===== config.mk =====
export PLATFORM = sky130hd
export DESIGN_NAME = wdt_core
export DESIGN_NICKNAME = d
export VERILOG_FILES = /design/src/logic/wdt_pkg.sv /design/src/logic/wdt_core.sv
export VERILOG_INCLUDE_DIRS = /design/src /design/src/logic
export SDC_FILE = /design/constraint.sdc
export NUM_CORES = 1
export LEC_CHECK = 0
export ABC_AREA = 1
export CORE_MARGIN = 2
export CORE_UTILIZATION = 35
export CTS_BUF_LIST = sky130_fd_sc_hd__clkbuf_4 sky130_fd_sc_hd__clkbuf_8
export CTS_CLUSTER_SIZE = 20
export DETAILED_ROUTE_END_ITERATION = 16
export DONT_BUFFER_PORTS = 1
export PLACE_DENSITY = 0.56
export SYNTH_ARGS = -nofsm -noshare
export SYNTH_HDL_FRONTEND = slang
export SYNTH_SLANG_ARGS = --single-unit

===== constraint.sdc =====
create_clock -name mclk_in -period 1.6 [get_ports mclk_in]
set_input_delay 0.08 -clock mclk_in [delete_from_list [all_inputs] [get_ports mclk_in]]
set_output_delay 0.08 -clock mclk_in [all_outputs]
set_load 0.05 [all_outputs]

===== src/logic/wdt_defs.svh =====
// Register offsets, field positions, reset values and timing counts of the watchdog core.
`ifndef WDT_DEFS_SVH
`define WDT_DEFS_SVH

`define WDT_ADDR_W      5
`define WDT_OFS_MODE    5'h00
`define WDT_OFS_TC      5'h04
`define WDT_OFS_FEED    5'h08
`define WDT_OFS_RB      5'h0c
`define WDT_OFS_IST     5'h10
`define WDT_OFS_ICLR    5'h14
`define WDT_OFS_IEN     5'h18

`define WDT_MODE_EN     0
`define WDT_MODE_RST    1
`define WDT_MODE_TOF    2
`define WDT_MODE_INT    3

`define WDT_EV_EXPIRY   0
`define WDT_EV_FAULT    1

`define WDT_TC_MIN      24'h0000ff
`define WDT_TC_RESET    24'h0000ff
`define WDT_FEED_FIRST  8'haa
`define WDT_FEED_SECOND 8'h55

`define WDT_PRESC_LAST  2'h3
`define WDT_SYNC_LAST   2'h2

`endif


===== src/logic/wdt_pkg.sv =====
// Types shared by the watchdog core and its bench.
package wdt_pkg;

  typedef struct packed {
    logic        read;
    logic        write;
    logic [4:0]  address;
    logic [31:0] writedata;
  } wdt_av_req_type;

  typedef struct packed {
    logic [31:0] readdata;
    logic        waitrequest;
  } wdt_av_rsp_type;

  typedef enum logic [1:0] {
    FEED_IDLE = 2'b01,
    FEED_HALF = 2'b10
  } wdt_feed_type;

  typedef struct packed {
    logic         bus_wait;
    logic [31:0]  rdata;
    wdt_feed_type feed;
    logic         en;
    logic         rst_en;
    logic         tof;
    logic         intf;
    logic [23:0]  tc;
    logic         cfg_pend;
    logic [1:0]   cfg_cnt;
    logic         rl_pend;
    logic [1:0]   rl_cnt;
    logic         en_act;
    logic         rst_act;
    logic [23:0]  tc_act;
    logic         started;
    logic [1:0]   presc;
    logic [23:0]  cnt;
    logic [23:0]  snap;
    logic [23:0]  rb;
    logic         cc1;
    logic         cc2;
    logic         cc3;
    logic         chip_rst;
    logic [1:0]   ist;
    logic [1:0]   ien;
    logic         irq;
  } wdt_state_type;

endpackage


===== src/logic/wdt_core.sv =====
// Watchdog timer core with an Avalon-MM register slave.
// Notes on behaviour
// - Count clock is divided by four; each prescaled tick decrements the 24-bit counter.
// - A time-out constant below 0xff is replaced by 0xff.
// - Software cannot clear the enable bit once set.
// - A bad or incomplete refresh sequence while running triggers the expiry response.
// - Expiry in reset mode sets a flag that stays until software or a power-on reset clears it.
// - Writing 0xaa then 0x55 to the refresh port starts and refreshes the watchdog.
// - Underflow in reset mode issues a chip reset pulse.
// - Bus clock serves registers; the count clock paces prescaling and counting.
// - Mode and constant writes reach the counting logic three count clock cycles later.
// - The count is captured on the count clock, then copied for bus readback.
// - Each completed refresh reloads the counter with the current constant.
// - Enable and reset-enable clear only on power-on reset, system reset or expiry.
// - Underflow in interrupt mode sets a read-only flag and the interrupt request.
// - After 0xaa while running, any mode, constant, refresh or readback access but writing 0x55 to refresh triggers expiry.
//
// The address map and the Avalon-MM register port were decided locally.
`timescale 1ns/1ns
`include "wdt_defs.svh"

module wdt_core (
  input  wire logic                    mclk_in,
  input  wire logic                    reset_in,
  input  wire logic                    por_in,
  input  wire logic                    count_clock_in,
  input  wire wdt_pkg::wdt_av_req_type bus_in,
  output wdt_pkg::wdt_av_rsp_type      bus_out,
  output logic                         chip_reset_out,
  output logic                         expiry_irq_out,
  output logic                         irq_out
);
  import wdt_pkg::*;

  localparam wdt_state_type RST = '{
    bus_wait: 1'b1,
    rdata:    32'h0,
    feed:     FEED_IDLE,
    tc:       `WDT_TC_RESET,
    tc_act:   `WDT_TC_RESET,
    cnt:      `WDT_TC_RESET,
    snap:     `WDT_TC_RESET,
    rb:       `WDT_TC_RESET,
    default:  '0
  };

  wdt_state_type state_r;
  wdt_state_type state_nxt;

  logic        acc;
  logic        wr;
  logic [4:0]  addr;
  logic [31:0] wd;
  logic        wdt_hit;
  logic        feed_done;
  logic        fault;
  logic        tick;
  logic        cfg_apply;
  logic        rl_apply;
  logic        underflow;
  logic        expire;
  logic [23:0] tc_new;

  always_comb begin
    state_nxt = state_r;
    state_nxt.chip_rst = 1'b0;
    addr = {bus_in.address[4:2], 2'b00};
    wd = bus_in.writedata;
    wr = bus_in.write;
    // A request is answered one cycle after it is seen and committed at the
    // edge where waitrequest is low.
    acc = (bus_in.read | bus_in.write) & ~state_r.bus_wait;
    wdt_hit = (addr == `WDT_OFS_MODE) | (addr == `WDT_OFS_TC) |
              (addr == `WDT_OFS_FEED) | (addr == `WDT_OFS_RB);
    feed_done = 1'b0;
    fault = 1'b0;
    underflow = 1'b0;
    tc_new = (wd[23:0] < `WDT_TC_MIN) ? `WDT_TC_MIN : wd[23:0];

    // The count clock is a pin; only the second and third stages are looked at.
    state_nxt.cc1 = count_clock_in;
    state_nxt.cc2 = state_r.cc1;
    state_nxt.cc3 = state_r.cc2;
    tick = state_r.cc2 & ~state_r.cc3;

    // Updates wait for the third count clock edge.
    cfg_apply = state_r.cfg_pend & tick & (state_r.cfg_cnt == `WDT_SYNC_LAST);
    rl_apply = state_r.rl_pend & tick & (state_r.rl_cnt == `WDT_SYNC_LAST);
    if (state_r.cfg_pend & tick) begin
      state_nxt.cfg_cnt = state_r.cfg_cnt + 2'h1;
    end
    if (state_r.rl_pend & tick) begin
      state_nxt.rl_cnt = state_r.rl_cnt + 2'h1;
    end
    if (cfg_apply) begin
      state_nxt.cfg_pend = 1'b0;
      state_nxt.en_act = state_r.en;
      state_nxt.rst_act = state_r.rst_en;
      state_nxt.tc_act = state_r.tc;
    end

    if (rl_apply) begin
      state_nxt.rl_pend = 1'b0;
      state_nxt.cnt = cfg_apply ? state_r.tc : state_r.tc_act;
      state_nxt.presc = 2'h0;
      state_nxt.started = state_r.en;
    end else if (tick & state_r.started & state_r.en_act) begin
      state_nxt.presc = state_r.presc + 2'h1;
      if (state_r.presc == `WDT_PRESC_LAST) begin
        if (state_r.cnt == 24'h0) begin
          underflow = 1'b1;
        end else begin
          state_nxt.cnt = state_r.cnt - 24'h1;
        end
      end
    end
    if (tick) begin
      state_nxt.snap = state_r.cnt;
    end
    state_nxt.rb = state_r.snap;

    // Bus answer phase.
    if ((bus_in.read | bus_in.write) & state_r.bus_wait) begin
      state_nxt.bus_wait = 1'b0;
      case (addr)
        `WDT_OFS_MODE: begin
          state_nxt.rdata = {28'h0, state_r.intf, state_r.tof, state_r.rst_en, state_r.en};
        end
        `WDT_OFS_TC: begin
          state_nxt.rdata = {8'h0, state_r.tc};
        end
        `WDT_OFS_RB: begin
          state_nxt.rdata = {8'h0, state_r.rb};
        end
        `WDT_OFS_IST: begin
          state_nxt.rdata = {30'h0, state_r.ist};
        end
        `WDT_OFS_IEN: begin
          state_nxt.rdata = {30'h0, state_r.ien};
        end
        default: begin
          state_nxt.rdata = 32'h0;
        end
      endcase
    end

    // Commit phase.
    if (acc) begin
      state_nxt.bus_wait = 1'b1;
      if (wr) begin
        case (addr)
          `WDT_OFS_MODE: begin
            state_nxt.en = state_r.en | wd[`WDT_MODE_EN];
            state_nxt.rst_en = state_r.rst_en | wd[`WDT_MODE_RST];
            if (!wd[`WDT_MODE_TOF]) begin
              state_nxt.tof = 1'b0;
            end
            state_nxt.cfg_pend = 1'b1;
            state_nxt.cfg_cnt = 2'h0;
          end
          `WDT_OFS_TC: begin
            state_nxt.tc = tc_new;
            state_nxt.cfg_pend = 1'b1;
            state_nxt.cfg_cnt = 2'h0;
          end
          `WDT_OFS_ICLR: begin
            state_nxt.ist = state_r.ist & ~wd[1:0];
          end
          `WDT_OFS_IEN: begin
            state_nxt.ien = wd[1:0];
          end
          default: begin
          end
        endcase
      end
      case (state_r.feed)
        FEED_IDLE: begin
          if (wr & (addr == `WDT_OFS_FEED) & (wd[7:0] == `WDT_FEED_FIRST)) begin
            state_nxt.feed = FEED_HALF;
          end
        end
        FEED_HALF: begin
          if (wdt_hit) begin
            state_nxt.feed = FEED_IDLE;
            if (wr & (addr == `WDT_OFS_FEED) & (wd[7:0] == `WDT_FEED_SECOND)) begin
              feed_done = 1'b1;
            end else begin
              fault = state_r.started;
            end
          end
        end
        default: begin
          state_nxt.feed = FEED_IDLE;
        end
      endcase
    end
    if (feed_done) begin
      state_nxt.rl_pend = 1'b1;
      state_nxt.rl_cnt = 2'h0;
    end

    // Expiry response; placed last so a set beats a same-cycle clear.
    expire = underflow | fault;
    if (expire) begin
      state_nxt.en = 1'b0;
      state_nxt.rst_en = 1'b0;
      state_nxt.en_act = 1'b0;
      state_nxt.rst_act = 1'b0;
      state_nxt.started = 1'b0;
      state_nxt.cfg_pend = 1'b0;
      state_nxt.rl_pend = 1'b0;
      state_nxt.feed = FEED_IDLE;
      if (state_r.rst_act) begin
        state_nxt.chip_rst = 1'b1;
        state_nxt.tof = 1'b1;
      end else begin
        state_nxt.intf = 1'b1;
      end
    end
    state_nxt.ist = state_nxt.ist | {fault, underflow};
    state_nxt.irq = |(state_nxt.ist & state_nxt.ien);
  end

  always_ff @(posedge mclk_in) begin
    if (por_in) begin
      state_r <= RST;
    end else if (reset_in) begin
      // The expiry flag survives a system reset so software can see its cause.
      state_r <= RST;
      state_r.tof <= state_r.tof;
    end else begin
      state_r <= state_nxt;
    end
  end

  assign bus_out.readdata = state_r.rdata;
  assign bus_out.waitrequest = state_r.bus_wait;
  assign chip_reset_out = state_r.chip_rst;
  assign expiry_irq_out = state_r.intf;
  assign irq_out = state_r.irq;
endmodule // wdt_core


# After elaboration in Yosys (flattened, before gate mapping)
# Cells that the tools add are included.
# totals
regBits	179
in_bits	43
out_inout_bits	36
word_cells	135
# op_classes
addsub	4
magnitude_cmp	1
eq_ne	16
mux	42
n_bitwise	27
n_reduce_logical	18
# op_table
cell	n
$mux W24	6
$pmux W24 S5	1
$logic_not A24 Y1	1
$lt A24 B8 Y1 const B	1
$sub A24 B1 Y24 const B	1
$mux W1	21
$reduce_or A3 Y1	5
$mux W2	7
$and A1 B1 Y1	12
$mux W3	4
$reduce_and A3 Y1	4
$eq A3 B3 Y1 const B	3
$eq A2 B2 Y1 const B	4
$eq A8 B7 Y1 const B	1
$eq A8 B8 Y1 const B	1
$mux W4	2
$or A1 B1 Y1	7
$add A2 B1 Y2 const B	3
$eq A3 B2 Y1 const B	2
$ne A2 B2 Y1 const B	3
$reduce_bool A2 Y1	3
$reduce_or A2 Y1	3
$and A2 B2 Y2	2
$not A1 Y1	4
other kinds (7)	7

# Longest topological paths before layout
# logic_depth
ltp_word	10
mapped_depth	12
mapped_depth_nobuf	11

# Worst setup path before layout
# Ideal clock, no wire load.
# synth_timing
path_type	register to register
startpoint	reg state_r[57] (netlist name)
endpoint	reg state_r[69] (netlist name)
setup_time_ns	0.113
arrival_ns	1.360
required_ns	1.487
setup_slack_ns	0.127
path_stages_with_launch	12
n_path_buf	0
period_less_slack_ns	1.473
cell_sequence	dfxtp_1 -> inv_1 -> ha_1 -> nand2_2 -> nor2_4 -> nand2_1 -> nor2_1 -> nand2_1 -> nand2_1 -> nand2_1 -> nand2_1 -> a21oi_2
# synth_via
elab_chain_len	5
word_cells_on_any_way	8
cone_classes	add/sub (1); eq/ne (1); mux (4); reduce/logical (2)
# synth_lines
element	line	source
start: declaration	wdt_core.sv:47	wdt_state_type state_r;
start signal: assignment	wdt_core.sv:232	state_r <= state_nxt;
$sub A24 B1 Y24	wdt_core.sv:113	state_nxt.cnt = state_r.cnt - 24'h1;
$mux W24	wdt_core.sv:110	if (state_r.cnt == 24'h0) begin
$mux W24	wdt_core.sv:109	if (state_r.presc == `WDT_PRESC_LAST) begin
$mux W24	wdt_core.sv:107	end else if (tick & state_r.started & state_r.en_act) begin
$mux W24	wdt_core.sv:102	if (rl_apply) begin
# Several ways; a longest one is shown, not always the timed one. The select of a mux whose other input is x is not followed.
# A chain may end at the register's enable or synchronous reset.

# Worst setup path after layout
# layout_timing
startpoint	reg state_r[6] (netlist name)
endpoint	reg state_r[63] (netlist name)
# layout_via
elab_chain_len	6
word_cells_on_any_way	14
cone_classes	eq/ne (1); mux (2); bitwise (8); reduce/logical (3)
# layout_lines
element	line	source
$not A1 Y1 (*)	wdt_core.sv:84	tick = state_r.cc2 & ~state_r.cc3;
$and A1 B1 Y1 (*)	wdt_core.sv:84	
$and A1 B1 Y1 (on tied branches) (2 in series)	wdt_core.sv:88, wdt_core.sv:87, wdt_core.sv:107	
$ne A2 B2 Y1 (no line) (tied with other cells)	-	
$reduce_and A3 Y1 (no line) or $mux W24 (tied branches)	-	
# Every way passes the cells marked *; elsewhere a longest branch is shown, timed or not.

==> summary.md <==
| Metric | Value |
|---|---|
| Critical path class | `reg -> reg` |
| GPL Wtd Cong | `roughly 0.88` |
| Total Routed Length | `between 20000 and 25000 microns` |
| Final slew viol count | `0` |
| DR WL/cell | `14.3 microns` |
| Avg Inst Size Synth | `between 7 and 8 sq um` |
| Fmax | `between 0.6 and 0.7 GHz` |
| Number of buffer cells added on primary ports | `0` |
| Multiplexer share of the synthesized area | `0.00127` |
| Rows | `54` |
| Dominant register cell in the synthesized netlist | `dfxtp_1` |
| WP data arrival | `between 1.5 and 2 ns` |
| Worst-path clk slew | `about 0.09 ns` |
| Clk_lat worst skew | `0.47 ns` |
| Vias in the first global route | `6532` |
| Post-DRT Antenna Nets | `0` |
| Pwr/cell area | `816 nW/um^2` |
| Max Cap Viol | `0` |
| Via count | `~7100` |
| Max_slew headroom | `0.541` |
| Failing checks | `negative setup slack` |
| Crit-path slowest cell | `dfxtp_4` |
| Element type at the critical path end | `register` |
| Synth area leaders | `dfxtp_1 43%, nand2_1 13%, nor2_1 5.7%, inv_1 5.0%, a21oi_1 4.4%` |
| Gate power share | `0.055` |
| Total Routing Usage GR | `0.182` |
| Starting density of the core | `0.359` |
| Initial DRC count | `around 480` |
| Maximum vdd ir drop | `~0.46 mV` |
| Synth unique cells | `between 40 and 50` |
| Post-placement cell count | `about 1400` |
| Mapped Area | `7870 sq um` |
| Hpwl dp | `about 15000 microns` |
| # fillers | `2163` |
| Nets | `~1200` |
| Overflow after GRT | `0` |
| Post-synth top area share | `0.435` |
| H-tree levels | `4` |
| Clock Sinks | `171` |
| Clock Tree Buf Depth | `2` |
| Crit path cell chain | `inv_2 -> nand2_4 -> nor2_4 -> nand2_4 -> or2_4 -> o21ai_2 -> buf_6 -> o21ai_2 -> nand2_1 -> nand3_1` |
| Total CTS buffers | `17` |
| Layout cells sized above 1 | `0.241` |
| Fin crit share | `1.02` |
| Post-synthesis xor/xnor area fraction | `0.00556` |
| Area delta synth->final | `24.3%` |
| Unrepaired setup endpoints after global routing | `yes` |
| DR vias/cell | `between 4 and 5` |
| Post-Layout Cell Count | `approximately 1500` |
| R2r endpoint | `state_r[63]$_SDFFE_PP1P_` |
| Synth Area in Compound Gates | `0.150` |
| FFs w/ async S/R, synth | `0` |
| Syn Inst Count | `between 1000 and 1500` |
| Antenna diodes | `0` |
| Largest net degree at the start of global routing | `48` |
| Synth Register Bits | `roughly 170` |
| Cell Int Power | `a little over 6 mW` |
| DR pass1 iterations | `5` |
| Post-synth EDFFs | `0` |
| Synthesis Warnings | `0` |
| WP data required | `1.95 ns` |
| Final Setup Violations | `4` |
| Post-synthesis adder-cell area fraction | `0.00795` |
| Seq pwr share | `0.535` |
| Yosys top cell by area | `dfxtp_1` |
| Fin. Hold Viols | `0` |
| Die Y | `between 150 and 200 microns` |
| Register area share after synthesis | `0.435` |
| Placed Instance Area | `between 8000 and 9000 sq um` |
| Minimum clock period | `roughly 1.6 ns` |
| Worst setup margin | `-0.0273 ns` |
| Sw Ratio | `0.241` |
| FF-to-FF path depth | `10` |
| Slew @ Worst Pin | `~0.69 ns` |
| Clock Skew | `roughly 0.014 ns` |
| Util after Layout | `0.446` |
| CTS tree | `built` |
| Status | `complete, but fails checks` |
| Die ar. | `between 20000 and 25000 sq um` |
| Hold Path Class | `in -> reg` |
| Final instance area | `9790 sq um` |
| DR DRC count | `0` |
| Clock group share of total power | `0.410` |
| Switching power | `a little under 2 mW` |
| Root Driver | `clkbuf_8` |
| Core box area | `around 22000 sq um` |
| Initial antenna violation count | `1` |
| Width of the die | `between 150 and 200 microns` |
| Global-route wire length before repair | `34300 microns` |
| Top Ports | `79` |
| Synth Area in Simple Gates | `0.283` |
| Crit path max fanout | `7` |
| Largest family of logic cells by synthesized area | `simple AND/OR/NAND/NOR gates` |
| Most common cell in the netlist | `nand2_1` |
| Fin Setup TNS | `-0.0457 ns` |
| Reg-to-reg slack, setup | `-0.03 ns` |
| Setup crit start | `state_r[6]$_SDFF_PP0_` |
| Worst setup path endpoint | `state_r[63]$_SDFFE_PP1P_` |
| Post-synth top cells | `265 x nand2_1, 171 x dfxtp_1, 120 x nor2_1, 105 x inv_1, 70 x a21oi_1` |
| Slowest Stage Delay on Critical Path | `between 0.3 and 0.4 ns` |
| Startpoint Class | `register` |
| Worst r2r src | `state_r[6]$_SDFF_PP0_` |
| Leakage | `between 3 and 4 nW` |
| Worst slack at placement | `-0.0880 ns` |
==> area by class of cell <==
cell class / count / area, sq um / share of cell area
tap: 280 / 350 / 0.0358
timing repair buffer: 153 / 1330 / 0.136
inverter: 113 / 428 / 0.0437
clock inverter: 12 / 161 / 0.0165
clock buffer: 20 / 269 / 0.0275
multi-input combinational: 725 / 3810 / 0.389
sequential: 171 / 3430 / 0.351
==> sequential cells by signal, summed over array words and instances (netlist names) <==
register and count:
bus_out 25, chip_reset_out 1, state_nxt 26, expiry_irq_out 1
state_r 117, irq_out 1
==> cells in the final DEF (no fill, tap or decap), drive strengths merged, types with 3 or more instances in the layout <==
master | synthesis | layout
o21ai | 83 | 83
nand4 | 14 | 14
clkinv | 0 | 5
and2 | 3 | 3
nand3 | 51 | 51
nand2 | 274 | 275
xnor2 | 3 | 3
conb | 1 | 8
clkinvlp | 0 | 3
o211ai | 7 | 7
a22o | 5 | 5
or2 | 16 | 16
buf | 58 | 120
a21oi | 84 | 84
bufinv | 0 | 3
nor3 | 4 | 4
nor2 | 136 | 137
dlygate4sd3 | 0 | 33
dfxtp | 171 | 171
ha | 5 | 5
inv | 113 | 114
a211oi | 7 | 7
clkbuf | 19 | 20
o22ai | 9 | 9
==> cell families after synthesis <==
family | after synthesis
and+or+nand+nor | 503
muxes | 1
DFF | 171
xor gates and xnor gates | 5
buffers and inverters | 190
adders and majority gates | 5
AOI/OAI and AO/OA | 201
other | 1
==> critical path, delay by kind of cell (launching register included) <==
family,cells,cell delay (ns)
flip-flops,1,0.35
AND/OR/NAND/NOR,6,0.86
buffers and inverters,2,0.19
AO/OA/AOI/OAI,2,0.11
==> timing repair <==
action                                  in CTS  in global routing
hold buffers                                33                  0
gates resized for setup                     16                 81
cloned                                       2                  0
pin swaps                                    3                 13
endpoints found under the setup margin      21                 40
buffers inserted                             2                  9
endpoints found under the hold margin       50                  0
==> worst min-delay path by stage <==
stage / startpoint / to / slack, ns / cells after the start
after floorplan: por_in / state_r[141]$_SDFFE_PP0N_ / 0.19 / 1
after global placement: count_clock_in / state_nxt[7]$_SDFF_PP0_ / 0.20 / 2
after detailed placement: count_clock_in / state_nxt[7]$_SDFF_PP0_ / 0.20 / 2
after CTS: bus_in[37] / state_r[112]$_SDFFE_PP0P_ / 0.002 / 4
after global routing: bus_in[0] / state_r[112]$_SDFFE_PP0P_ / 0.03 / 4
final: bus_in[37] / state_r[112]$_SDFFE_PP0P_ / 0.03 / 4
==> power by group through the flow <==
stage	Combinational, mW	Sequential (mW)	Clock, mW
floorplan	0.279	4.38	0
global placement	0.357	4.38	0
detailed placement	0.358	4.38	0
CTS	0.436	4.28	3.37
global route	0.474	4.28	3.55
finish	0.437	4.28	3.28
==> metrics by stage <==
stage / total power [mW] / hold slack (ns)
CTS: 8.08 / 0.00230
finish: 7.99 / 0.0331
global placement: 4.74 / 0.195
global route: 8.30 / 0.0328
detailed placement: 4.74 / 0.196
floorplan: 4.65 / 0.191
==> metal layers <==
layer | routed length (microns) | GRT usage | vias up
met3 | 918 | 0.0361 | 23
li1 | - | - | 3627
met5 | 0 | 0 | -
met2 | 9550 | 0.288 | 152
met4 | 344 | 0.0516 | 0
met1 | 10300 | 0.252 | 3249
Note: power is estimated with default switching activity, not from simulation.
